==> src/wwd_defines.svh <==
`ifndef WWD_DEFINES_SVH
`define WWD_DEFINES_SVH

// ----------------------------------------
// Register offsets
// ----------------------------------------
`define WWD_OFS_CTRL       8'h00
`define WWD_OFS_STAT       8'h01

// ----------------------------------------
// Field positions
// ----------------------------------------
`define WWD_WIN_MSB        7
`define WWD_WIN_LSB        4
`define WWD_PER_MSB        3
`define WWD_PER_LSB        0
`define WWD_LOCK_BIT       7
`define WWD_BUSY_BIT       0

// ----------------------------------------
// Reset values and codes
// ----------------------------------------
`define WWD_STAT_RESET     8'h00
`define WWD_RDATA_IDLE     8'h00
`define WWD_CODE_OFF       4'h0
`define WWD_CODE_MAX       4'hB

// ----------------------------------------
// Timing: tick rate in Hz, lengths in watchdog ticks
// ----------------------------------------
`define WWD_TICK_HZ        1024
`define WWD_BASE_TICKS     14'h0008
`define WWD_CLR_SYNC_TICKS 2'h3
`define WWD_CFG_SYNC_TICKS 2'h2

`endif

==> src/wwd_pkg.sv <==
package wwd_pkg;

  typedef enum logic [1:0] {
    WWD_ST_OFF    = 2'b00,
    WWD_ST_RUN    = 2'b01,
    WWD_ST_CLOSED = 2'b10,
    WWD_ST_OPEN   = 2'b11
  } wwd_state_t;

  typedef logic [13:0] wwd_cnt_t;
  typedef logic [3:0]  wwd_code_t;
  typedef logic [7:0]  wwd_byte_t;

endpackage

==> src/wwd_sync2.sv <==
`timescale 1ns/1ps

module wwd_sync2 #(
  parameter int W = 1
) (
  input  wire logic         clk_sys,
  input  wire logic         rst,
  input  wire logic [W-1:0] din,
  output logic      [W-1:0] dout
);

  logic [W-1:0] meta_q;

  // ----------------------------------------
  // Two-stage synchroniser
  // ----------------------------------------
  always_ff @(posedge clk_sys) begin
    if (rst) begin
      meta_q <= '0;
      dout   <= '0;
    end else begin
      meta_q <= din;
      dout   <= meta_q;
    end
  end

endmodule // wwd_sync2

==> src/wwd_top.sv <==
// The address-and-strobe port was left to the implementer.
`timescale 1ns/1ps
`include "wwd_defines.svh"

module wwd_top
  import wwd_pkg::*;
(
  input  wire logic             clk_sys,
  input  wire logic             rst,
  input  wire logic             watchdog_tick_clock,
  input  wire logic [7:0]       reg_addr,
  input  wire wwd_pkg::wwd_byte_t reg_wdata,
  input  wire logic             reg_wr,
  input  wire logic             reg_rd,
  output wwd_pkg::wwd_byte_t    reg_rdata,
  input  wire logic             io_unlock_key,
  input  wire logic             watchdog_clear_instruction,
  input  wire logic             dbg_halt,
  input  wire logic             dbg_mode,
  input  wire wwd_pkg::wwd_byte_t fuse_watchdog_config,
  output logic                  sys_reset_req
);
  import wwd_pkg::*;

  // ----------------------------------------
  // Declarations
  // ----------------------------------------
  logic       tick_s;
  logic       tick_last_q;
  logic       tick;
  wwd_byte_t  ctrl_q;
  wwd_byte_t  act_q;
  logic       lock_q;
  logic       busy_q;
  logic [1:0] cfg_cnt_q;
  logic       cfg_apply;
  logic       clr_pend_q;
  logic [1:0] clr_cnt_q;
  logic       clr_eff;
  logic       sel_ctrl;
  logic       sel_stat;
  logic       wr_ctrl_ok;
  logic       wr_stat_ok;
  wwd_cnt_t   per_len;
  wwd_cnt_t   win_len;
  logic       enabled;
  logic       win_mode;
  wwd_state_t st_q;
  wwd_cnt_t   cnt_q;
  wwd_byte_t  rd_mux;

  // ----------------------------------------
  // Time-out length decode
  // ----------------------------------------
  function automatic wwd_cnt_t len_of(input wwd_code_t code);
    wwd_cnt_t res;
    res = '0;
    if (code != `WWD_CODE_OFF && code <= `WWD_CODE_MAX) begin
      res = wwd_cnt_t'(`WWD_BASE_TICKS << (code - 4'h1));
    end
    return res;
  endfunction

  assign per_len  = len_of(act_q[`WWD_PER_MSB:`WWD_PER_LSB]);
  assign win_len  = len_of(act_q[`WWD_WIN_MSB:`WWD_WIN_LSB]);
  assign enabled  = (per_len != '0);
  assign win_mode = (win_len != '0);

  // ----------------------------------------
  // Watchdog tick
  // ----------------------------------------
  wwd_sync2 #(
    .W (1)
  ) u_tick_sync (
    .clk_sys (clk_sys),
    .rst     (rst),
    .din     (watchdog_tick_clock),
    .dout    (tick_s)
  );

  always_ff @(posedge clk_sys) begin
    if (rst) begin
      tick_last_q <= 1'b0;
    end else begin
      tick_last_q <= tick_s;
    end
  end

  // One pulse per rising oscillator edge, after the two-stage synchroniser
  assign tick = tick_s & ~tick_last_q;

  // ----------------------------------------
  // Register access decode
  // ----------------------------------------
  assign sel_ctrl   = (reg_addr == `WWD_OFS_CTRL);
  assign sel_stat   = (reg_addr == `WWD_OFS_STAT);
  assign wr_ctrl_ok = reg_wr && sel_ctrl && io_unlock_key && !lock_q && !busy_q;
  assign wr_stat_ok = reg_wr && sel_stat && io_unlock_key;

  // ----------------------------------------
  // Control register shadow
  // ----------------------------------------
  always_ff @(posedge clk_sys) begin
    if (rst) begin
      ctrl_q <= fuse_watchdog_config;
    end else if (wr_ctrl_ok) begin
      ctrl_q <= reg_wdata;
    end
  end

  // ----------------------------------------
  // Lock bit
  // ----------------------------------------
  always_ff @(posedge clk_sys) begin
    if (rst) begin
      lock_q <= |fuse_watchdog_config[`WWD_PER_MSB:`WWD_PER_LSB];
    end else if (wr_stat_ok) begin
      if (reg_wdata[`WWD_LOCK_BIT]) begin
        lock_q <= 1'b1;
      end else if (dbg_mode) begin
        lock_q <= 1'b0;
      end
    end
  end

  // ----------------------------------------
  // Transfer into the tick domain
  // ----------------------------------------
  always_ff @(posedge clk_sys) begin
    if (rst) begin
      busy_q    <= 1'b0;
      cfg_cnt_q <= 2'h0;
    end else if (wr_ctrl_ok) begin
      busy_q    <= 1'b1;
      cfg_cnt_q <= 2'h0;
    end else if (busy_q && tick) begin
      cfg_cnt_q <= cfg_cnt_q + 2'h1;
      if (cfg_cnt_q == `WWD_CFG_SYNC_TICKS - 2'h1) begin
        busy_q <= 1'b0;
      end
    end
  end

  assign cfg_apply = busy_q && tick && (cfg_cnt_q == `WWD_CFG_SYNC_TICKS - 2'h1);

  always_ff @(posedge clk_sys) begin
    if (rst) begin
      act_q <= fuse_watchdog_config;
    end else if (cfg_apply) begin
      act_q <= ctrl_q;
    end
  end

  // ----------------------------------------
  // Clear instruction synchronisation
  // ----------------------------------------
  always_ff @(posedge clk_sys) begin
    if (rst) begin
      clr_pend_q <= 1'b0;
      clr_cnt_q  <= 2'h0;
    end else if (clr_eff) begin
      clr_pend_q <= 1'b0;
      clr_cnt_q  <= 2'h0;
    end else if (watchdog_clear_instruction && !clr_pend_q) begin
      clr_pend_q <= 1'b1;
      clr_cnt_q  <= 2'h0;
    end else if (clr_pend_q && tick) begin
      clr_cnt_q <= clr_cnt_q + 2'h1;
    end
  end

  // Acts on the third tick edge: two to three tick periods after arrival
  assign clr_eff = clr_pend_q && tick && (clr_cnt_q == `WWD_CLR_SYNC_TICKS - 2'h1);

  // ----------------------------------------
  // Watchdog sequencer
  // ----------------------------------------
  always_ff @(posedge clk_sys) begin
    if (rst) begin
      st_q          <= WWD_ST_OFF;
      cnt_q         <= '0;
      sys_reset_req <= 1'b0;
    end else begin
      sys_reset_req <= 1'b0;
      if (dbg_halt) begin
        cnt_q <= '0;
        st_q  <= enabled ? WWD_ST_RUN : WWD_ST_OFF;
      end else if (!enabled) begin
        cnt_q <= '0;
        st_q  <= WWD_ST_OFF;
      end else if (cfg_apply) begin
        cnt_q <= '0;
        st_q  <= WWD_ST_RUN;
      end else begin
        case (st_q)
          WWD_ST_OFF: begin
            cnt_q <= '0;
            st_q  <= WWD_ST_RUN;
          end
          WWD_ST_RUN: begin
            if (clr_eff) begin
              cnt_q <= '0;
              if (win_mode) begin
                st_q <= WWD_ST_CLOSED;
              end
            end else if (tick) begin
              if (cnt_q == per_len - 14'h0001) begin
                sys_reset_req <= 1'b1;
                cnt_q         <= '0;
              end else begin
                cnt_q <= cnt_q + 14'h0001;
              end
            end
          end
          WWD_ST_CLOSED: begin
            if (clr_eff) begin
              sys_reset_req <= 1'b1;
              cnt_q         <= '0;
              st_q          <= WWD_ST_RUN;
            end else if (tick) begin
              if (cnt_q == win_len - 14'h0001) begin
                cnt_q <= '0;
                st_q  <= WWD_ST_OPEN;
              end else begin
                cnt_q <= cnt_q + 14'h0001;
              end
            end
          end
          WWD_ST_OPEN: begin
            if (clr_eff) begin
              cnt_q <= '0;
              st_q  <= WWD_ST_CLOSED;
            end else if (tick) begin
              if (cnt_q == per_len - 14'h0001) begin
                sys_reset_req <= 1'b1;
                cnt_q         <= '0;
                st_q          <= WWD_ST_RUN;
              end else begin
                cnt_q <= cnt_q + 14'h0001;
              end
            end
          end
          default: begin
            cnt_q <= '0;
            st_q  <= WWD_ST_OFF;
          end
        endcase
      end
    end
  end

  // ----------------------------------------
  // Read data
  // ----------------------------------------
  always_comb begin
    rd_mux = `WWD_RDATA_IDLE;
    if (sel_ctrl) begin
      rd_mux = ctrl_q;
    end else if (sel_stat) begin
      rd_mux = `WWD_STAT_RESET;
      rd_mux[`WWD_LOCK_BIT] = lock_q;
      rd_mux[`WWD_BUSY_BIT] = busy_q;
    end
  end

  always_ff @(posedge clk_sys) begin
    if (rst) begin
      reg_rdata <= `WWD_RDATA_IDLE;
    end else begin
      reg_rdata <= reg_rd ? rd_mux : `WWD_RDATA_IDLE;
    end
  end
endmodule // wwd_top

==> config.mk <==
export PLATFORM = sky130hd
export DESIGN_NAME = wwd_top
export DESIGN_NICKNAME = d
export VERILOG_FILES = /design/src/wwd_pkg.sv /design/src/wwd_sync2.sv /design/src/wwd_top.sv
export VERILOG_INCLUDE_DIRS = /design/src /design/src/src
export SDC_FILE = /design/constraint.sdc
export NUM_CORES = 1
export LEC_CHECK = 0
export BUFFER_PORTS_ARGS = -buffer_cell sky130_fd_sc_hd__buf_4
export CORE_AREA = 2 2 82 84
export CTS_BUF_LIST = sky130_fd_sc_hd__clkbuf_8
export CTS_CLUSTER_SIZE = 20
export DETAILED_ROUTE_END_ITERATION = 16
export DIE_AREA = 0 0 84 86
export PLACE_DENSITY = 0.77
export SYNTH_ARGS = -nofsm -noshare
export SYNTH_HDL_FRONTEND = slang
export SYNTH_HIERARCHICAL = 1
export SYNTH_SLANG_ARGS = --single-unit
==> constraint.sdc <==
create_clock -name clk_sys -period 3.3 [get_ports clk_sys]
set_clock_uncertainty 0.2 [all_clocks]
set_input_delay 0 -clock clk_sys [delete_from_list [all_inputs] [get_ports clk_sys]]
set_output_delay 0 -clock clk_sys [all_outputs]
set_load 0.02 [all_outputs]
Yosys cells after proc, flatten, opt, wreduce, memory -nomap -nowiden --
Cells that the tools add are included.
Storage, ports and cells: register bits 51, word-level logic and storage cells 124, output and inout port bits 9
Operators by class: bitwise operators 4, $add $sub $neg 7, $lt $le $gt $ge 2, muxes and demuxes 40, reductions and logical operators 39, shift-type cells 2, equality and inequality tests 16
Operator list (number):
- two-way mux 14 bit | 8
- two-way mux 8 bit | 6
- one-hot mux 14 bit (3 select lines) | 1
- equality test 14 bit | 2
- nonzero test 14 bit | 2
- << shifter 4 x 4 -> 14 bit (first input constant) | 2
- subtractor 14 x 1 -> 14 bit (second input constant) | 2
- != test 6 bit (second input constant) | 4
- two-way mux 2 bit | 11
- adder 14 x 1 -> 14 bit (second input constant) | 1
- logical AND 1 bit | 13
- two-way mux 1 bit | 12
- != test 5 bit (second input constant) | 2
- nonzero test 2 bit | 5
- equality test 8 x 1 -> 1 bit (second input constant) | 1
- less-or-equal comparator 4 bit (second input constant) | 2
- logical NOT 8 bit | 1
- one-hot mux 2 bit (4 select lines) | 1
- nonzero test 4 bit | 2
- OR reduction 2 bit | 4
- OR reduction 4 bit | 2
- subtractor 4 x 1 -> 4 bit (second input constant) | 2
- equality test 2 bit (second input constant) | 3
- AND reduction 2 bit | 3
- other kinds (12) | 18

Longest topological paths before layout --
Gate-level depths: netlist of the first run.
depth in word-level cells 12, gate-level depth with buffers 15

Hierarchy --
The synthesis of the first run kept the hierarchy.
Modules (own cells, without submodules):
- wwd_top | instances 1, cells each 384, area an instance 3263.1 µm²
- wwd_sync2 | instances 1, cells each 4, area an instance 52.6 µm²

Least setup slack after synthesis of the first run --
Ideal clock, no wire load.
path type register to register, start register act_q[5], end register st_q[0], arrival time 3162 ps, period minus slack after synthesis 3486 ps, required time 2977 ps, cell stages (with the launch flop) 15, slack -186 ps, path buffers 3, cell sequence edfxtp_1 > buf_2 > buf_2 > inv_2 > or3_1 > ha_1 > buf_2 > xor2_1 > o2111ai_1 > a2111oi_0 > o221ai_1 > o31ai_4 > a21oi_2 > nor3_2 > mux2_1
On the way: word-level cells in the longest chain between the ends 7, elaborated cells on any way between the ends 12, classes of those cells 2 x add/sub; 1 x order compare; 3 x eq/ne; 1 x shift; 1 x mux; 4 x reduce/logical
RTL lines:
- from (decl) | line wwd_top.sv:32 | wwd_byte_t act_q;
- from (signal assigned) | line wwd_top.sv:148 | act_q <= fuse_watchdog_config;
- from (signal assigned) | line wwd_top.sv:150 | act_q <= ctrl_q;
- subtractor 4 x 1 -> 4 bit (tied with other cells) | line wwd_top.sv:59 | res = wwd_cnt_t'(`WWD_BASE_TICKS << (code - 4'h1));
- << shifter 4 x 4 -> 14 bit (no line) / logical AND 1 bit (equally long branches)
- two-way mux 14 bit (*) | line wwd_top.sv:58 | if (code != `WWD_CODE_OFF && code <= `WWD_CODE_MAX) begin
- subtractor 14 x 1 -> 14 bit | line wwd_top.sv:221 | if (cnt_q == win_len - 14'h0001) begin
- equality test 14 bit | line wwd_top.sv:221
- != test 6 bit (no line)
- AND reduction 6 bit (no line) (*)
- to (signal assigned) | line wwd_top.sv:187 | st_q <= enabled ? WWD_ST_RUN : WWD_ST_OFF;
- to (decl) | line wwd_top.sv:48 | wwd_state_t st_q;
Every way passes the cells marked *; elsewhere a longest branch is shown, timed or not. A chain may end at the register's enable or synchronous reset.

Final worst setup path of the first run --
start register act_q[7], end register cnt_q[10]
On the way: word-level cells in the longest chain between the ends 9, elaborated cells on any way between the ends 12, classes of those cells 2 x add/sub; 1 x order compare; 1 x eq/ne; 1 x shift; 5 x mux; 2 x reduce/logical
RTL lines:
- subtractor 4 x 1 -> 4 bit (tied with other cells) | line wwd_top.sv:59
- << shifter 4 x 4 -> 14 bit (no line) / logical AND 1 bit (equally long branches)
- two-way mux 14 bit (*) | line wwd_top.sv:58
- subtractor 14 x 1 -> 14 bit (*) | line wwd_top.sv:221
- equality test 14 bit (*) | line wwd_top.sv:221
- two-way mux 14 bit (*) | line wwd_top.sv:221
- two-way mux 14 bit (*) | line wwd_top.sv:220 | end else if (tick) begin
- two-way mux 14 bit (*) | line wwd_top.sv:216 | if (clr_eff) begin
- one-hot mux 14 bit (3 select lines) (*) | line wwd_top.sv:195 | case (st_q)
- to (signal assigned) | line wwd_top.sv:211 | cnt_q <= cnt_q + 14'h0001;
- to (signal assigned) | line wwd_top.sv:225 | cnt_q <= cnt_q + 14'h0001;
- to (signal assigned) | line wwd_top.sv:239 | cnt_q <= cnt_q + 14'h0001;
- to (decl) | line wwd_top.sv:49 | wwd_cnt_t cnt_q;
Every way passes the cells marked *; elsewhere a longest branch is shown, timed or not. The select of a mux whose other input is x is not followed.

==> metrics.cfg, run 1 <==
[clock_tree]
cts_sinks = 51
clkSlewWorstSetupHoldPaths_ns = 0.10
clockBufferDepth = 2
worst_skew_pair.late_latency_ns = 0.32
cts_tree = yes
root_buffer = clkbuf_8
htree_levels = 2
cts_buffers = 5

[floorplanning]
dieHeight_um = 86
die_area_um2 = 7220
initial_core_util_pct = 52.8
num_io_pins = 42
rows = 29
die_w_um = 84
core-area_um2 = 6280

[worst_setup_path]
r2r.worst_path.cells = 13
reg2reg_slack_ns = -0.02
cp_max_fo = 7
crit_arrival_ns = 3.37
start_kind = flip-flop
crit_type = reg -> reg
r2r-start = act_q[7]
r2r_end = cnt_q[10]
endpoint_kind = flip-flop
cp_data_required_time_ns = 3.35

[pwr]
leakagePower_nw = 1.71
switchingPower_uw = 416
power_frac_seq_pct = 49.4
p_sw_share_pct = 29.5
p_int_uw = 993
power.share.clock_pct = 27.2
peakVddDrop_uv = 313
powerDensity_nw_per_um2 = 321
pwr-share-comb_pct = 23.4

[synth]
synthArstFlopShare_pct = 0
postSynthAreaPerCell_um2 = 8.55
synth_ff_type = dfxtp_1
synth.area.top_cells = dfxtp_1 21%, edfxtp_1 15%, o21ai_0 4.1%
ys_top_cells_by_count = 34 x dfxtp_1, 27 x o21ai_0, 25 x inv_1, 24 x nand2_1
synth.distinct_cells = 74
syn_inst = 388
ys_ff_latch = 51
synth_top_area_share_pct = 20.5
synth_most_common_cell = dfxtp_1
yosysTopAreaCell = dfxtp_1
synth_edf_count = 17
synth_seq_area_share_pct = 35.9
syn-cell-area_um2 = 3320
syn_nets = 426
ys_warn_count = 6

[worst_hold_path]
min_path_cells = 1
hold_start = u_tick_sync/meta_q
min_path_type = reg -> reg
worstHoldEndpoint = u_tick_sync/dout

[grt]
antenna_found_initial = 0
grt_overflow = 0
grt_pass1_vias = 3179
grt_max_degree = 43
track_usage_pct = 26.8
grt_pass1_wl_um = 15500

[outcome]
outcome = finished with violations
violations = setup timing

[cells_and_area]
area_growth_pct = 32.4
fin_area_um2 = 4390
diodes = 0
layout.cells.non_filler = 554
drive_gt1_share_pct = 24.7
nNetsFinal = 514

[sta]
maxSlewViolCount = 0
hold_slack_ns = 0.258
fin_crit_sh_pct = 101
finalSetupViolCount = 6
min_period_ns = 3.32
tightest_slew_ns = 0.595
maxSlewHeadroom_pct = 60.1
setup_slack_ns = -0.0226
hold_viol_final = 0
max_freq_mhz = 301
rsz0062_at_grt = yes

[routing]
drtPass1Iterations = 4
drt-wirelength-per-cell_um = 17.2
wl_um = 9530
vias = 3321
first_iter_violations = 235
vias_per_cell = 5.99
ant_nets = 0
drc = 0

[place]
place_inst = 500
place_congestion = 0.849
place_ws_ns = -0.105
io_buffers = 41
dpl.hpwl_um = 5890
post_dp_cell_area_um2 = 3760

[flow_run]
cap_violations = 0

[cell usage in the layout, fill, tap and decap left out, types with 7 or more instances in the layout]
cell           instances
dfxtp_1               34
buf_4                 70
a31oi_1                7
nand2_1               23
xnor2_1               12
inv_1                 25
edfxtp_1              17
nor2_1                20
nor2b_1               12
o21ai_0               26
and3_1                13
nand3_1               16
nor3_1                17
nand2b_1              12
a21oi_1               14
dlygate4sd3_1         35
a21oi_2                9
[worst max-delay path, stage by stage, from the launching register on]
cell      delay [ns]
edfxtp_1        0.39
or2_4           0.26
or3_4           0.34
ha_4            0.20
buf_6           0.12
or3_4           0.37
and3b_1         0.20
o221ai_2        0.18
o31ai_4         0.09
buf_4           0.16
a211oi_4        0.32
buf_6           0.19
nand2b_1        0.06
a31oi_1         0.16
[worst max-delay path by stage]
stage / depth (start not counted) / slack, ns / startpoint / to
2_1_floorplan: 13 / -0.02 / act_q[7] / st_q[0]
3_3_place_gp: 11 / 0.02 / act_q[6] / st_q[0]
3_5_place_dp: 11 / -0.10 / act_q[6] / st_q[0]
4_1_cts: 11 / -0.05 / act_q[7] / st_q[0]
5_1_grt: 13 / -0.16 / act_q[7] / cnt_q[10]
6_report: 13 / -0.02 / act_q[7] / cnt_q[10]
[through the flow]
step | util [%] | total power, mW | setup TNS, ns
floorplan | - | 0.890 | -0.0199
global placement | 59.9 | 0.963 | 0
detailed placement | 59.9 | 0.971 | -0.230
CTS | 68.6 | 1.38 | -0.140
global route | 69.9 | 1.46 | -1.36
finish | 69.9 | 1.41 | -0.0858
[kinds of logic after synthesis]
| family | count (synthesis) | synth area share, % |
|---|---|---|
| buffers and inverters | 53 | 7.17 |
| AOI/OAI and AO/OA | 105 | 22.6 |
| DFF | 51 | 35.9 |
| muxes | 4 | 1.25 |
| adders and majority gates | 5 | 1.89 |
| and+or+nand+nor | 152 | 26.4 |
| xor gates and xnor gates | 18 | 4.75 |
[routing by layer]
layer / vias up / global-route usage [%] / wire, µm
li1: 1592 / - / -
met1: 1577 / 32.2 / 3870
met5: - / 0 / 0
met2: 131 / 48.7 / 4960
met4: 0 / 7.92 / 208
met3: 21 / 5.49 / 486
[flip-flops by register name (all words and copies together) (netlist names)]
signal,flops
act_q,8
busy_q,1
cfg_cnt_q,2
clr_cnt_q,2
clr_pend_q,1
cnt_q,14
ctrl_q,8
lock_q,1
reg_rdata,8
st_q,2
sys_reset_req,1
tick_last_q,1
u_tick_sync/dout,1
u_tick_sync/meta_q,1
[cell type report]
type	instances	area (µm²)
Clock buffer	5	68.8
Clock inverter	3	22.5
Fill cell	444	1890
Inverter	26	97.6
Multi-Input combinational cell	284	2000
Sequential cell	51	1190
Tap cell	77	96.3
Timing Repair Buffer	108	910
[power groups by stage]
stage          Clock (mW)  Sequential (mW)  Combinational [mW]
6_report            0.384            0.696               0.330
3_5_place_dp            0            0.709               0.262
2_1_floorplan           0            0.701               0.189
5_1_grt             0.407            0.698               0.357
4_1_cts             0.383            0.694               0.307
3_3_place_gp            0            0.707               0.257
[what timing repair did]
| action | CTS | global route |
|---|---|---|
| buffers inserted | 6 | 4 |
| setup endpoints to repair | 10 | 13 |
| gates cloned | 1 | 0 |
| hold endpoints to repair | 35 | 0 |
| resized for setup | 16 | 10 |
| hold buffers | 35 | 0 |
| pin swaps | 17 | 7 |
Power figures use the tool's default switching activity.
==> run 2, diff against run 1 <==
--- a/config.mk
+++ b/config.mk
@@ -13,6 +13,7 @@
 export DETAILED_ROUTE_END_ITERATION = 16
 export DIE_AREA = 0 0 84 86
 export PLACE_DENSITY = 0.77
+export REMOVE_ABC_BUFFERS = 1
 export SYNTH_ARGS = -nofsm -noshare
 export SYNTH_HDL_FRONTEND = slang
 export SYNTH_HIERARCHICAL = 1
==> run 2 against run 1 <==
  * The flow now finishes without violations
  * Design area is 2.6% lower
  * Global-route usage decreased by 2.3 points
  * Clock-buffer cell count unchanged
  * Cell count decreased by 1.4%
  * Non-clock buffer count fell by 8
  * Sequential power hardly changed
  * Total power decreased by 0.97%
  * Routed wire length down 7.1%
  * Critical path depth down 1
  * Clock power is essentially flat
  * Highest routed layer unchanged
==> metrics.cfg, run 2 (synthesized netlist as in run 1, its figures left out) <==
[worst_setup_path]
r2r.worst_path.cells = 12  ; -1
r2r_end = cnt_q[13]
crit_type = reg -> reg
start_kind = flip-flop
endpoint_kind = flip-flop
r2r-start = act_q[6]
endpoint = cnt_q[13]
reg2reg_slack_ns = 0.04  ; +0.06 ns
crit_arrival_ns = 3.26  ; -0.11 ns
startpoint = act_q[6]
cp_data_required_time_ns = 3.30  ; -0.05 ns
cp_max_fo = 7  ; unchanged

[cells_and_area]
regArea_um2 = 1190  ; unchanged
nNetsFinal = 506  ; -1.6%
area_growth_pct = 28.9
nFillCells = 473  ; +6.5%
regMostFlops = cnt_q
largest_reg_flops = 14  ; unchanged
layout_common_cells = 63 x buf_4, 34 x dfxtp_1, 33 x dlygate4sd3_1
drive_gt1_share_pct = 21.3  ; -3.4 points
diodes = 0  ; unchanged
final_common_cell = buf_4
multi_input_comb_area_um2 = 1950  ; -2.7%
fin_area_um2 = 4270  ; -2.6%
utilization_pct = 68.1  ; -1.8 points

[sta]
maxSlewViolCount = 0  ; unchanged
hold_viol_final = 0  ; unchanged
hold_slack_ns = 0.261  ; +0.00302 ns
min_period_ns = 3.26  ; -0.0612 ns
tightest_slew_ns = 0.572  ; -0.0231 ns
max_freq_mhz = 307  ; +1.9%
maxSlewHeadroom_pct = 61.6  ; +1.6 points
fin_crit_sh_pct = 98.8  ; -1.9 points
finalSetupViolCount = 0  ; -6
rsz0062_at_grt = yes

[clock_tree]
cts_sinks = 51  ; unchanged
root_buffer = clkbuf_8
cts_buffers = 5  ; unchanged
clockBufferDepth = 2  ; unchanged
clkSlewWorstSetupHoldPaths_ns = 0.11  ; about the same
worst_skew_pair.late_latency_ns = 0.31  ; about the same
htree_levels = 2  ; unchanged
cts_tree = yes

[grt]
grt_overflow = 0  ; unchanged
grt_pass1_vias = 3125  ; -1.7%
track_usage_pct = 24.6  ; -2.3 points
grt_pass1_wl_um = 14500  ; -6.9%
grt_max_degree = 43  ; unchanged
antenna_found_initial = 0  ; unchanged

[routing]
drtPass1Iterations = 5  ; +1
vias = 3265  ; -1.7%
wl_um = 8850  ; -7.1%
vias_per_cell = 5.98  ; -0.25%
ant_nets = 0  ; unchanged
drc = 0  ; unchanged
first_iter_violations = 451  ; +92%
drt-wirelength-per-cell_um = 16.2  ; -5.8%

[pwr]
leakagePower_nw = 1.66  ; -2.8%
pwr-share-comb_pct = 22.5  ; -0.9 points
switchingPower_uw = 410  ; -1.5%
peakVddDrop_uv = 227  ; -27%
p_sw_share_pct = 29.4  ; -0.16 points
power_frac_seq_pct = 49.8  ; +0.4 points
p_int_uw = 986  ; -0.75%
powerDensity_nw_per_um2 = 327  ; +1.7%
power.share.clock_pct = 27.7  ; +0.5 points

[floorplanning]
initial_core_util_pct = 52.8  ; unchanged
die_area_um2 = 7220  ; unchanged
die_w_um = 84  ; unchanged
dieHeight_um = 86  ; unchanged
num_io_pins = 42  ; unchanged
rows = 29  ; unchanged
core-area_um2 = 6280  ; unchanged

[place]
dpl.hpwl_um = 5710  ; -3.1%
post_dp_cell_area_um2 = 3740  ; -0.43%
io_buffers = 41  ; unchanged
place_congestion = 0.944  ; +11%

[worst_hold_path]
min_path_cells = 1  ; unchanged
min_path_type = reg -> reg
hold_start = u_tick_sync/meta_q

[flow_run]
cap_violations = 0  ; unchanged

[outcome]
outcome = complete, no violations

-- run 2: cell types whose count changed in the layout (fill, tap and decap cells not counted), sizes merged --
cell	change
inv	+1
dlygate4sd3	-2
clkinv	-1
buf	-6
-- run 2: what timing repair did --
action,4_1_cts,5_1_grt
setup endpoints to repair,14,15
hold buffers,33,0
buffers inserted,1,3
endpoints found under the hold margin,35,0
resized for setup,5,13
pin swaps,3,8
-- run 2: final cells by class --
cell class                      count  area share [%]
Tap cell                           77            2.25
Timing Repair Buffer              100            19.8
Inverter                           26            2.28
Sequential cell                    51            27.9
Clock inverter                      3           0.527
Clock buffer                        5            1.61
Multi-Input combinational cell    284            45.6
-- run 2: critical path, cell delays in order (launching register included) --
cell       delay [ns]
edfxtp_1         0.41
or2_4            0.26
or3_4            0.34
ha_4             0.20
buf_4            0.15
xnor2_1          0.14
a2111oi_2        0.40
o221ai_2         0.18
o31ai_4          0.24
buf_6            0.15
a21oi_4          0.05
and4_1           0.19
a211o_1          0.23
-- run 2: how the worst min path moves through the flow --
stage / endpoint / slack, ns
detailed placement: u_tick_sync/meta_q / 0.02
CTS: u_tick_sync/dout / 0.26
global placement: u_tick_sync/meta_q / 0.02
finish: u_tick_sync/dout / 0.26
global route: u_tick_sync/dout / 0.27
floorplan: tick_last_q / -0.13
-- run 2: layer usage --
| metal | share of wire, % | global-route usage (%) | vias up |
|---|---|---|---|
| li1 | - | - | 1575 |
| met1 | 43 | 30.3 | 1556 |
| met2 | 50 | 44.4 | 115 |
| met3 | 5.0 | 4.04 | 19 |
| met4 | 1.9 | 7.04 | 0 |
| met5 | 0 | 0 | - |
-- run 2: power groups by stage --
stage	logic [mW]	clock network [mW]	registers, mW
after floorplan	0.142	0	0.722
after global placement	0.250	0	0.706
after detailed placement	0.255	0	0.708
after CTS	0.291	0.390	0.694
after global routing	0.340	0.407	0.698
final	0.314	0.387	0.695
-- run 2: per-stage QoR --
stage	std cells	worst slack [ns]	power, mW	setup TNS [ns]
6_report	546	0.0387	1.40	0
3_3_place_gp	501	-0.0381	0.957	-0.0881
5_1_grt	546	-0.106	1.45	-0.459
3_5_place_dp	501	-0.132	0.963	-0.928
4_1_cts	543	-0.0251	1.37	-0.0251
2_1_floorplan	361	-0.334	0.864	-1.93
